`src/hw/clk_ctl_pkg.sv`:
```
// shared constants, register map and carrier types of the high-speed clock control
package clk_ctl_pkg;
    // timing at a 50 ns clock
    localparam int unsigned CLK_PERIOD_NS  = 50;
    localparam int unsigned SUSP_MIN_NS    = 4060;   // 4.06 us least cpu stop
    localparam int unsigned SUSP_MAX_NS    = 16120;  // 16.12 us longest cpu stop
    localparam int unsigned XTAL_SUSP_CYC  = (SUSP_MIN_NS + CLK_PERIOD_NS - 1) / CLK_PERIOD_NS;
    localparam int unsigned XTAL_SUSP_MAX  = SUSP_MAX_NS / CLK_PERIOD_NS;
    localparam int unsigned EXT_SUSP_EDGES = 160;    // external clock periods of cpu stop

    // register byte offsets
    localparam logic [7:0] OFS_PIN_CTRL  = 8'h00;    // osc_pin_ctrl_reg
    localparam logic [7:0] OFS_OSC_CTRL  = 8'h04;    // main_osc_ctrl_reg
    localparam logic [7:0] OFS_MAIN_MODE = 8'h08;    // main_clk_mode_reg
    localparam logic [7:0] OFS_PROC_CLK  = 8'h0c;    // proc_clk_ctrl_reg
    localparam logic [7:0] OFS_PORT      = 8'h10;    // port data of the shared pins

    // field positions
    localparam int unsigned BIT_GAIN       = 0;
    localparam int unsigned BIT_PIN_MODE   = 6;
    localparam int unsigned BIT_EXT_SEL    = 7;
    localparam int unsigned BIT_HS_STOP    = 7;
    localparam int unsigned BIT_MAIN_SEL   = 0;
    localparam int unsigned BIT_MAIN_ON_HS = 1;
    localparam int unsigned BIT_MAIN_SRC   = 2;
    localparam int unsigned DIV_LSB        = 0;
    localparam int unsigned BIT_CPU_SRC    = 4;
    localparam int unsigned BIT_CPU_ON_SUB = 5;
    localparam int unsigned PORT_OUT_LSB   = 0;
    localparam int unsigned PORT_DIR_LSB   = 2;
    localparam int unsigned PORT_IN_LSB    = 4;

    // reset values and limits
    localparam logic       RST_HS_STOP = 1'b1;
    localparam logic [2:0] RST_DIV     = 3'h1;
    localparam logic [2:0] DIV_MAX     = 3'h4;
    localparam logic [8:0] SUSP_LOAD_X = 9'(XTAL_SUSP_CYC);
    localparam logic [8:0] SUSP_LOAD_E = 9'(EXT_SUSP_EDGES);

    // axi responses
    localparam logic [1:0] RESP_OKAY   = 2'h0;
    localparam logic [1:0] RESP_SLVERR = 2'h2;

    typedef enum logic [2:0] {
        SUSP_IDLE = 3'b001,
        SUSP_XTAL = 3'b010,
        SUSP_EXT  = 3'b100
    } susp_e;

    typedef struct packed {
        logic       gain;
        logic       ext_sel;
        logic       pin_mode;
        logic       hs_stop;
        logic       main_src;
        logic       main_sel;
        logic       cpu_src;
        logic [2:0] div;
        logic [1:0] port_out;
        logic [1:0] port_dir;
    } clk_cfg_s;

    // terminal count of the cpu divider for a divide code
    function automatic logic [3:0] div_limit(input logic [2:0] code);
        div_limit = 4'((5'h1 << code) - 5'h1);
    endfunction
endpackage

```
`src/hw/clk_tick_divider.sv`:
```
// divides a clock-enable pulse train by a power of two
module clk_tick_divider (
    input  wire logic       aclk,
    input  wire logic       aresetn,
    input  wire logic       tick_in,
    input  wire logic       hold,
    input  wire logic [2:0] div_code,
    output logic            tick_out
);
    logic [3:0] cnt_ff;
    logic       tick_ff;

    // a held tick is swallowed, so the cpu sees no edge during a stop
    wire        pass  = tick_in & ~hold;
    wire [3:0] limit  = clk_ctl_pkg::div_limit(div_code);
    wire        wrap  = pass & (cnt_ff >= limit);

    // counter restarts on wrap; a shrinking code wraps at once
    always_ff @(posedge aclk) begin
        if (!aresetn) begin
            cnt_ff  <= 4'h0;
            tick_ff <= 1'b0;
        end else begin
            tick_ff <= wrap;
            if (pass)
                cnt_ff <= wrap ? 4'h0 : cnt_ff + 4'h1;
        end
    end

    assign tick_out = tick_ff;
endmodule // clk_tick_divider

```
`src/hw/hs_clk_ctrl.sv`:
```
// high-speed system clock control: pin modes, start/stop, clock selection, axi4-lite registers
//
// The implementer's own choices: the AXI4-Lite register port and the register addresses.
module hs_clk_ctrl #(
    parameter int ADDR_W = 8
) (
    input  wire logic              aclk,
    input  wire logic              aresetn,
    input  wire logic [ADDR_W-1:0] awaddr,
    input  wire logic              awvalid,
    output logic                   awready,
    input  wire logic [31:0]       wdata,
    input  wire logic [3:0]        wstrb,
    input  wire logic              wvalid,
    output logic                   wready,
    output logic [1:0]             bresp,
    output logic                   bvalid,
    input  wire logic              bready,
    input  wire logic [ADDR_W-1:0] araddr,
    input  wire logic              arvalid,
    output logic                   arready,
    output logic [31:0]            rdata,
    output logic [1:0]             rresp,
    output logic                   rvalid,
    input  wire logic              rready,
    input  wire logic              stop_exec,
    input  wire logic              standby_exit,
    input  wire logic              sub_clk_tick,
    input  wire logic              pin_a_in,
    output logic                   pin_a_out,
    output logic                   pin_a_oe,
    input  wire logic              pin_b_in,
    output logic                   pin_b_out,
    output logic                   pin_b_oe,
    output logic                   osc_amp_en,
    output logic                   osc_high_gain,
    output logic                   main_clk_tick,
    output logic                   periph_clk_tick,
    output logic                   cpu_clk_tick,
    output logic                   cpu_hold,
    output logic                   standby
);
    clk_ctl_pkg::clk_cfg_s cfg_ff, nxt_cfg;
    clk_ctl_pkg::susp_e    state_ff, nxt_state;
    logic [8:0]  cnt_ff, nxt_cnt;
    logic        gain_lock_ff, standby_ff, hold_ff;
    logic [2:0]  a_sync_ff, b_sync_ff;
    logic        aw_full_ff, w_full_ff, awready_ff, wready_ff, bvalid_ff;
    logic        arready_ff, rvalid_ff;
    logic [1:0]  bresp_ff, rresp_ff;
    logic [31:0] rdata_ff, w_data_ff;
    logic [3:0]  w_strb_ff;
    logic [ADDR_W-1:0] aw_addr_ff;
    logic        main_tick_ff, periph_tick_ff, amp_ff;
    logic        a_out_ff, a_oe_ff, b_out_ff, b_oe_ff;

    // pin samples: stage 0 only feeds stage 1
    always_ff @(posedge aclk) begin
        if (!aresetn) begin
            a_sync_ff <= 3'h0;
            b_sync_ff <= 3'h0;
        end else begin
            a_sync_ff <= {a_sync_ff[1:0], pin_a_in};
            b_sync_ff <= {b_sync_ff[1:0], pin_b_in};
        end
    end

    // mode decode; resonator sampled at the system rate is only a coarse model
    wire xtal_mode = cfg_ff.pin_mode & ~cfg_ff.ext_sel;
    wire ext_mode  = cfg_ff.pin_mode & cfg_ff.ext_sel;
    wire a_rise    = a_sync_ff[1] & ~a_sync_ff[2];
    wire b_rise    = b_sync_ff[1] & ~b_sync_ff[2];
    wire hs_run    = ~cfg_ff.hs_stop & ~standby_ff;
    wire fin_tick  = hs_run & ((xtal_mode & a_rise) | (ext_mode & b_rise));
    wire main_hs   = cfg_ff.main_src & cfg_ff.main_sel;
    wire main_tick = main_hs ? fin_tick : 1'b1;
    wire per_tick  = cfg_ff.main_src ? fin_tick : 1'b1;
    wire cpu_in    = cfg_ff.cpu_src ? sub_clk_tick : main_tick;
    wire [2:0] cpu_code = cfg_ff.cpu_src ? 3'h0 : cfg_ff.div;

    // axi write path: address and data land in either order
    wire aw_hs   = awvalid & awready_ff;
    wire w_hs    = wvalid & wready_ff;
    wire do_wr   = aw_full_ff & w_full_ff & ~bvalid_ff;
    wire b_done  = bvalid_ff & bready;
    wire [7:0] wa = 8'(aw_addr_ff);
    wire wr_hit  = wa == clk_ctl_pkg::OFS_PIN_CTRL || wa == clk_ctl_pkg::OFS_OSC_CTRL ||
                   wa == clk_ctl_pkg::OFS_MAIN_MODE || wa == clk_ctl_pkg::OFS_PROC_CLK ||
                   wa == clk_ctl_pkg::OFS_PORT;
    wire wr_en   = do_wr & wr_hit & w_strb_ff[0];
    wire [7:0] wb = w_data_ff[7:0];
    wire new_gain  = wb[clk_ctl_pkg::BIT_GAIN];
    wire gain_chg  = wr_en & (wa == clk_ctl_pkg::OFS_PIN_CTRL) & ~gain_lock_ff
                     & (new_gain != cfg_ff.gain);
    wire gain_rise = gain_chg & new_gain;
    wire [2:0] new_div = wb[clk_ctl_pkg::DIV_LSB +: 3];

    // register updates; a prohibited divide code keeps the old ratio
    always_comb begin
        nxt_cfg = cfg_ff;
        if (gain_chg)
            nxt_cfg.gain = new_gain;
        if (wr_en && wa == clk_ctl_pkg::OFS_PIN_CTRL) begin
            nxt_cfg.pin_mode = wb[clk_ctl_pkg::BIT_PIN_MODE];
            nxt_cfg.ext_sel  = wb[clk_ctl_pkg::BIT_EXT_SEL];
        end
        if (wr_en && wa == clk_ctl_pkg::OFS_OSC_CTRL)
            nxt_cfg.hs_stop = wb[clk_ctl_pkg::BIT_HS_STOP];
        if (wr_en && wa == clk_ctl_pkg::OFS_MAIN_MODE) begin
            nxt_cfg.main_src = wb[clk_ctl_pkg::BIT_MAIN_SRC];
            nxt_cfg.main_sel = wb[clk_ctl_pkg::BIT_MAIN_SEL];
        end
        if (wr_en && wa == clk_ctl_pkg::OFS_PROC_CLK) begin
            nxt_cfg.cpu_src = wb[clk_ctl_pkg::BIT_CPU_SRC];
            if (new_div <= clk_ctl_pkg::DIV_MAX)
                nxt_cfg.div = new_div;
        end
        if (wr_en && wa == clk_ctl_pkg::OFS_PORT) begin
            nxt_cfg.port_out = wb[clk_ctl_pkg::PORT_OUT_LSB +: 2];
            nxt_cfg.port_dir = wb[clk_ctl_pkg::PORT_DIR_LSB +: 2];
        end
    end

    // cpu stop after a gain raise, timed per pin mode
    always_comb begin
        nxt_state = state_ff;
        nxt_cnt   = cnt_ff;
        case (state_ff)
            clk_ctl_pkg::SUSP_IDLE: begin
                if (gain_rise && ext_mode) begin
                    nxt_state = clk_ctl_pkg::SUSP_EXT;
                    nxt_cnt   = clk_ctl_pkg::SUSP_LOAD_E;
                end else if (gain_rise && xtal_mode) begin
                    nxt_state = clk_ctl_pkg::SUSP_XTAL;
                    nxt_cnt   = clk_ctl_pkg::SUSP_LOAD_X;
                end
            end
            clk_ctl_pkg::SUSP_XTAL: begin
                nxt_cnt = cnt_ff - 9'h1;
                if (cnt_ff == 9'h1)
                    nxt_state = clk_ctl_pkg::SUSP_IDLE;
            end
            clk_ctl_pkg::SUSP_EXT: begin
                if (b_rise) begin
                    nxt_cnt = cnt_ff - 9'h1;
                    if (cnt_ff == 9'h1)
                        nxt_state = clk_ctl_pkg::SUSP_IDLE;
                end
            end
            default: begin
                nxt_state = clk_ctl_pkg::SUSP_IDLE;
                nxt_cnt   = 9'h0;
            end
        endcase
    end

    // configuration, standby and stop state
    always_ff @(posedge aclk) begin
        if (!aresetn) begin
            cfg_ff        <= '0;
            cfg_ff.hs_stop <= clk_ctl_pkg::RST_HS_STOP;
            cfg_ff.div    <= clk_ctl_pkg::RST_DIV;
            gain_lock_ff  <= 1'b0;
            standby_ff    <= 1'b0;
            state_ff      <= clk_ctl_pkg::SUSP_IDLE;
            cnt_ff        <= 9'h0;
            hold_ff       <= 1'b0;
        end else begin
            cfg_ff       <= nxt_cfg;
            gain_lock_ff <= gain_lock_ff | gain_chg;
            standby_ff   <= stop_exec | (standby_ff & ~standby_exit);
            state_ff     <= nxt_state;
            cnt_ff       <= nxt_cnt;
            hold_ff      <= nxt_state != clk_ctl_pkg::SUSP_IDLE;
        end
    end

    // registered clock enables and pin drivers
    always_ff @(posedge aclk) begin
        if (!aresetn) begin
            main_tick_ff   <= 1'b0;
            periph_tick_ff <= 1'b0;
            amp_ff         <= 1'b0;
            {a_out_ff, a_oe_ff, b_out_ff, b_oe_ff} <= 4'h0;
        end else begin
            main_tick_ff   <= main_tick;
            periph_tick_ff <= per_tick;
            amp_ff         <= xtal_mode & hs_run;
            a_out_ff       <= cfg_ff.port_out[0];
            a_oe_ff        <= (~cfg_ff.pin_mode | ext_mode) & cfg_ff.port_dir[0];
            b_out_ff       <= cfg_ff.port_out[1];
            b_oe_ff        <= ~cfg_ff.pin_mode & cfg_ff.port_dir[1];
        end
    end

    clk_tick_divider u_cpu_div (
        .aclk     (aclk),
        .aresetn  (aresetn),
        .tick_in  (cpu_in),
        .hold     (hold_ff | standby_ff),
        .div_code (cpu_code),
        .tick_out (cpu_clk_tick)
    );

    // read decode; status bits show the live selection
    wire [7:0] ra = 8'(araddr);
    wire rd_hit = ra == clk_ctl_pkg::OFS_PIN_CTRL || ra == clk_ctl_pkg::OFS_OSC_CTRL ||
                  ra == clk_ctl_pkg::OFS_MAIN_MODE || ra == clk_ctl_pkg::OFS_PROC_CLK ||
                  ra == clk_ctl_pkg::OFS_PORT;
    wire [31:0] rd_pin  = (32'(cfg_ff.gain) << clk_ctl_pkg::BIT_GAIN) |
                          (32'(cfg_ff.pin_mode) << clk_ctl_pkg::BIT_PIN_MODE) |
                          (32'(cfg_ff.ext_sel) << clk_ctl_pkg::BIT_EXT_SEL);
    wire [31:0] rd_mode = (32'(cfg_ff.main_sel) << clk_ctl_pkg::BIT_MAIN_SEL) |
                          (32'(main_hs) << clk_ctl_pkg::BIT_MAIN_ON_HS) |
                          (32'(cfg_ff.main_src) << clk_ctl_pkg::BIT_MAIN_SRC);
    wire [31:0] rd_proc = (32'(cfg_ff.div) << clk_ctl_pkg::DIV_LSB) |
                          (32'(cfg_ff.cpu_src) << clk_ctl_pkg::BIT_CPU_SRC) |
                          (32'(cfg_ff.cpu_src) << clk_ctl_pkg::BIT_CPU_ON_SUB);
    wire [31:0] rd_port = (32'(cfg_ff.port_out) << clk_ctl_pkg::PORT_OUT_LSB) |
                          (32'(cfg_ff.port_dir) << clk_ctl_pkg::PORT_DIR_LSB) |
                          (32'({b_sync_ff[1], a_sync_ff[1]}) << clk_ctl_pkg::PORT_IN_LSB);
    wire [31:0] rd_word =
        (ra == clk_ctl_pkg::OFS_PIN_CTRL)  ? rd_pin :
        (ra == clk_ctl_pkg::OFS_OSC_CTRL)  ? 32'(cfg_ff.hs_stop) << clk_ctl_pkg::BIT_HS_STOP :
        (ra == clk_ctl_pkg::OFS_MAIN_MODE) ? rd_mode :
        (ra == clk_ctl_pkg::OFS_PROC_CLK)  ? rd_proc :
        (ra == clk_ctl_pkg::OFS_PORT)      ? rd_port : 32'h0;

    // axi handshakes: one write and one read outstanding
    always_ff @(posedge aclk) begin
        if (!aresetn) begin
            {aw_full_ff, w_full_ff, bvalid_ff, rvalid_ff} <= 4'h0;
            {awready_ff, wready_ff, arready_ff} <= 3'h7;
            aw_addr_ff <= '0;
            w_data_ff  <= 32'h0;
            w_strb_ff  <= 4'h0;
            bresp_ff   <= clk_ctl_pkg::RESP_OKAY;
            rresp_ff   <= clk_ctl_pkg::RESP_OKAY;
            rdata_ff   <= 32'h0;
        end else begin
            if (aw_hs) begin
                aw_addr_ff <= awaddr;
                aw_full_ff <= 1'b1;
                awready_ff <= 1'b0;
            end
            if (w_hs) begin
                w_data_ff <= wdata;
                w_strb_ff <= wstrb;
                w_full_ff <= 1'b1;
                wready_ff <= 1'b0;
            end
            if (do_wr) begin
                {aw_full_ff, w_full_ff} <= 2'h0;
                bvalid_ff <= 1'b1;
                bresp_ff  <= wr_hit ? clk_ctl_pkg::RESP_OKAY : clk_ctl_pkg::RESP_SLVERR;
            end
            if (b_done) begin
                bvalid_ff <= 1'b0;
                {awready_ff, wready_ff} <= 2'h3;
            end
            if (arvalid && arready_ff) begin
                arready_ff <= 1'b0;
                rvalid_ff  <= 1'b1;
                rdata_ff   <= rd_word;
                rresp_ff   <= rd_hit ? clk_ctl_pkg::RESP_OKAY : clk_ctl_pkg::RESP_SLVERR;
            end else if (rvalid_ff && rready) begin
                rvalid_ff  <= 1'b0;
                arready_ff <= 1'b1;
            end
        end
    end

    assign {awready, wready, bvalid, bresp} = {awready_ff, wready_ff, bvalid_ff, bresp_ff};
    assign {arready, rvalid, rdata, rresp}  = {arready_ff, rvalid_ff, rdata_ff, rresp_ff};
    assign {pin_a_out, pin_a_oe, pin_b_out, pin_b_oe} = {a_out_ff, a_oe_ff, b_out_ff, b_oe_ff};
    assign {osc_amp_en, osc_high_gain, standby, cpu_hold} = {amp_ff, cfg_ff.gain, standby_ff, hold_ff};
    assign {main_clk_tick, periph_clk_tick} = {main_tick_ff, periph_tick_ff};

    // checks
    localparam int XTAL_M1 = int'(clk_ctl_pkg::XTAL_SUSP_CYC) - 1;
    logic [8:0] ext_seen_ff;
    always_ff @(posedge aclk) begin
        if (!aresetn || state_ff != clk_ctl_pkg::SUSP_EXT)
            ext_seen_ff <= 9'h0;
        else if (b_rise)
            ext_seen_ff <= ext_seen_ff + 9'h1;
    end
endmodule // hs_clk_ctrl

```
`config.mk`:
```
export PLATFORM = sky130hd
export DESIGN_NAME = hs_clk_ctrl
export DESIGN_NICKNAME = d
export VERILOG_FILES = /design/src/hw/clk_ctl_pkg.sv /design/src/hw/clk_tick_divider.sv /design/src/hw/hs_clk_ctrl.sv
export SDC_FILE = /design/constraint.sdc
export NUM_CORES = 1
export LEC_CHECK = 0
export BUFFER_PORTS_ARGS = -buffer_cell sky130_fd_sc_hd__buf_2
export CORE_MARGIN = 4
export CORE_UTILIZATION = 40
export DETAILED_ROUTE_END_ITERATION = 8
export PLACE_DENSITY = 0.65
export SETUP_SLACK_MARGIN = 0.1
export SLEW_MARGIN = 30
export SYNTH_ARGS = -nofsm -noshare
export SYNTH_HDL_FRONTEND = slang
export SYNTH_SLANG_ARGS = --single-unit
```
`constraint.sdc`:
```
create_clock -name aclk -period 3.7 [get_ports aclk]
set_input_delay 0.37 -clock aclk [delete_from_list [all_inputs] [get_ports aclk]]
set_output_delay 0.37 -clock aclk [all_outputs]
set_load 0.01 [all_outputs]
```
==> flow_metrics.tcl <==
set metrics [dict create \
    synth_common_cells "dfxtp_1 (80), a21oi_1 (48), nor2_1 (44)" \
    fin_worst_skew_ns 0.0109 \
    clk_path_buf_depth 2 \
    setup_viol 0 \
    antenna_left 0 \
    antenna_cells 0 \
    r2r_slack_ns 1.38 \
    end_kind "register" \
    fin_ws_ns 1.38 \
    drive_above_1_share_pct 18.7 \
    critPathKind "reg2reg" \
    root_buffer "clkbuf_8" \
    worst_pin_slew_ns 0.612 \
    synthFlopType "dfxtp_1" \
    crit_chain "or4_4, nor4_4, buf_4, a31oi_2, or4_1, a21oi_1" \
    max_clock_freq_mhz 431 \
    grt_max_degree 26 \
    async_reset_ff_share_pct 0 \
    wl_per_cell_um 13.6 \
    num_io_pins 116 \
    cts_resized 0 \
    cp_slowest_cell "or4_4" \
    synth_edf_count 0 \
    first_pass_iters 5 \
    switching_power_w 0.000508 \
    rows 34 \
    rsz0062_at_grt "no" \
    fin_setup_tns_ns 0 \
    nets 571 \
    power_leakage_nw 1.78 \
    area.growth.synth_to_final_pct 13.6 \
    hold_viol 0 \
    pwr-share-clk_pct 35.0 \
    die_w_um 104 \
    gr-total-overflow 0 \
    core_area_um2 8850 \
    holdBufCountCts 0 \
    min_path_cells 2 \
    clk_latency_ns 0.36 \
    status "complete, no violations" \
    yosys.area.top_type "dfxtp_1" \
    cp_data_arrival_time_ns 2.61 \
    required_ns 3.99 \
    cts.sinks 80 \
    cts_buffers 9 \
    reg2reg_depth 6 \
    hpwl_um 6100 \
    fin_crit_sh_pct 62.7 \
    die_h_um 104 \
    combPwrFrac_pct 11.7 \
    maxCapViolCount 0 \
    wl_um 8330 \
    synthTopCellsByArea "dfxtp_1 (43%), a21oi_1 (6.5%), buf_4 (5.3%)" \
    yosysSeqAreaShare_pct 43.4 \
    ir_worst_vdd_mv 0.186 \
    pre_cts_ws_ns 1.27 \
    final-max-slew-violation-count 0 \
    gp_congestion 0.831 \
    netSwitchingFraction_pct 29.2 \
    min_period_ns 2.32 \
    ys_warn_count 0 \
    start_util_pct 41.7 \
    slowest_delay_ns 0.59 \
    antenna_found_initial 0 \
    ys_seq_elements 80 \
    grt_first_pass_wirelength_um 14000 \
    grt_pass1_vias 2933 \
    path_clk_slew_ns 0.09 \
    final_core_util_pct 47.4 \
    hold_class "in2reg" \
    netlist_instances 440 \
    via_count 3192 \
    relSlewSlack_pct 58.8 \
    power.density_nw_per_um2 414 \
    p_int_w 0.00123 \
    start_kind "register" \
    cts_htree_levels 3 \
    cts_tree "yes" \
    synth_most_common_cell "dfxtp_1" \
    yosys.area.top_type_share_pct 43.4 \
    io_buffers 61 \
    synth_cell_type_count 55 \
    worst-path-max-fanout 13 \
    post_cts_buffers 0 \
    viasPerCell 5.22 \
    grt_usage_pct 15.5 \
    drc 0 \
    synthesis.area_um2 3690 \
    dieArea_um2 10800 \
    avgSynthCellArea_um2 8.39 \
    power_frac_seq_pct 53.3 \
    drt_iter0_drc 126 \
]
registers in the layout, summed over array words and instances (netlist names), 3 cells and up:
register / flops
aw_addr_ff: 8
cnt_ff: 9
w_data_ff: 7
state_ff: 3
rdata: 8
cfg_ff: 13
b_sync_ff: 3
a_sync_ff: 3
u_cpu_div.cnt_ff: 4
per-layer routing:
layer	GRT usage, %	wire, um	vias to the layer above
met5	0	0	-
met3	4.10	426	12
met4	5.51	119	0
met2	24.5	3850	84
li1	-	-	1620
met1	20.5	3940	1476
critical path, delay by kind of cell, from the launching register on:
| kind | cells | cell delay, ns |
|---|---|---|
| and+or+nand+nor | 3 | 1.33 |
| buffers and inverters | 1 | 0.20 |
| AOI/OAI and AO/OA | 2 | 0.39 |
| DFF | 1 | 0.32 |
through the flow:
stage / hold slack (ns) / power (W) / instances / instance area (um^2)
floorplan: 0.412 / 0.00110 / 465 / 3790
global placement: 0.421 / 0.00114 / 596 / 4000
detailed placement: 0.429 / 0.00115 / 596 / 4000
CTS: 0.197 / 0.00176 / 612 / 4190
global route: 0.200 / 0.00183 / 612 / 4200
finish: 0.213 / 0.00174 / 612 / 4200
worst paths after layout:
kind / endpoint / start
worst max-delay path: cnt_ff[2] / aw_addr_ff[1]
worst min-delay path: a_sync_ff[0] / pin_a_in
worst max register to register: cnt_ff[2] / aw_addr_ff[1]
worst min register to register: a_sync_ff[1] / a_sync_ff[0]
cells by family after synthesis:
| logic type | share of synthesized area [%] |
|---|---|
| adders and majority gates | 2.71 |
| other | 0.102 |
| buffers and inverters | 8.88 |
| AOI/OAI and AO/OA | 17.4 |
| xor gates and xnor gates | 0.712 |
| muxes | 2.74 |
| DFF | 43.4 |
| and+or+nand+nor | 24.1 |
placed cells by master, fill, tap and decap left out, types with 7 or more instances in the layout:
master    instances
dfxtp_1          80
buf_2            61
a21oi_1          48
nor2_1           44
nand2_1          38
nand3_1          27
conb_1           26
inv_1            18
o21ai_0          17
nor3_1           11
and2_1           10
mux2i_1           9
clkbuf_8          9
ha_1              8
nand2b_1          7
final cells by class:
cell class	instances	area, um^2
Fill cell	900	4650
Multi-Input combinational cell	324	1860
Sequential cell	80	1600
Timing Repair Buffer	66	343
Tap cell	108	135
Clock buffer	9	124
Inverter	18	67.6
Clock inverter	7	61.3
power by group through the flow:
stage               registers [W]  logic [W]  clock network [W]
floorplan                0.000941   0.000161                  0
global placement         0.000945   0.000193                  0
detailed placement       0.000947   0.000202                  0
CTS                      0.000927   0.000203           0.000630
global route             0.000934   0.000231           0.000668
finish                   0.000927   0.000203           0.000609
(Power assumes the default switching activity.)
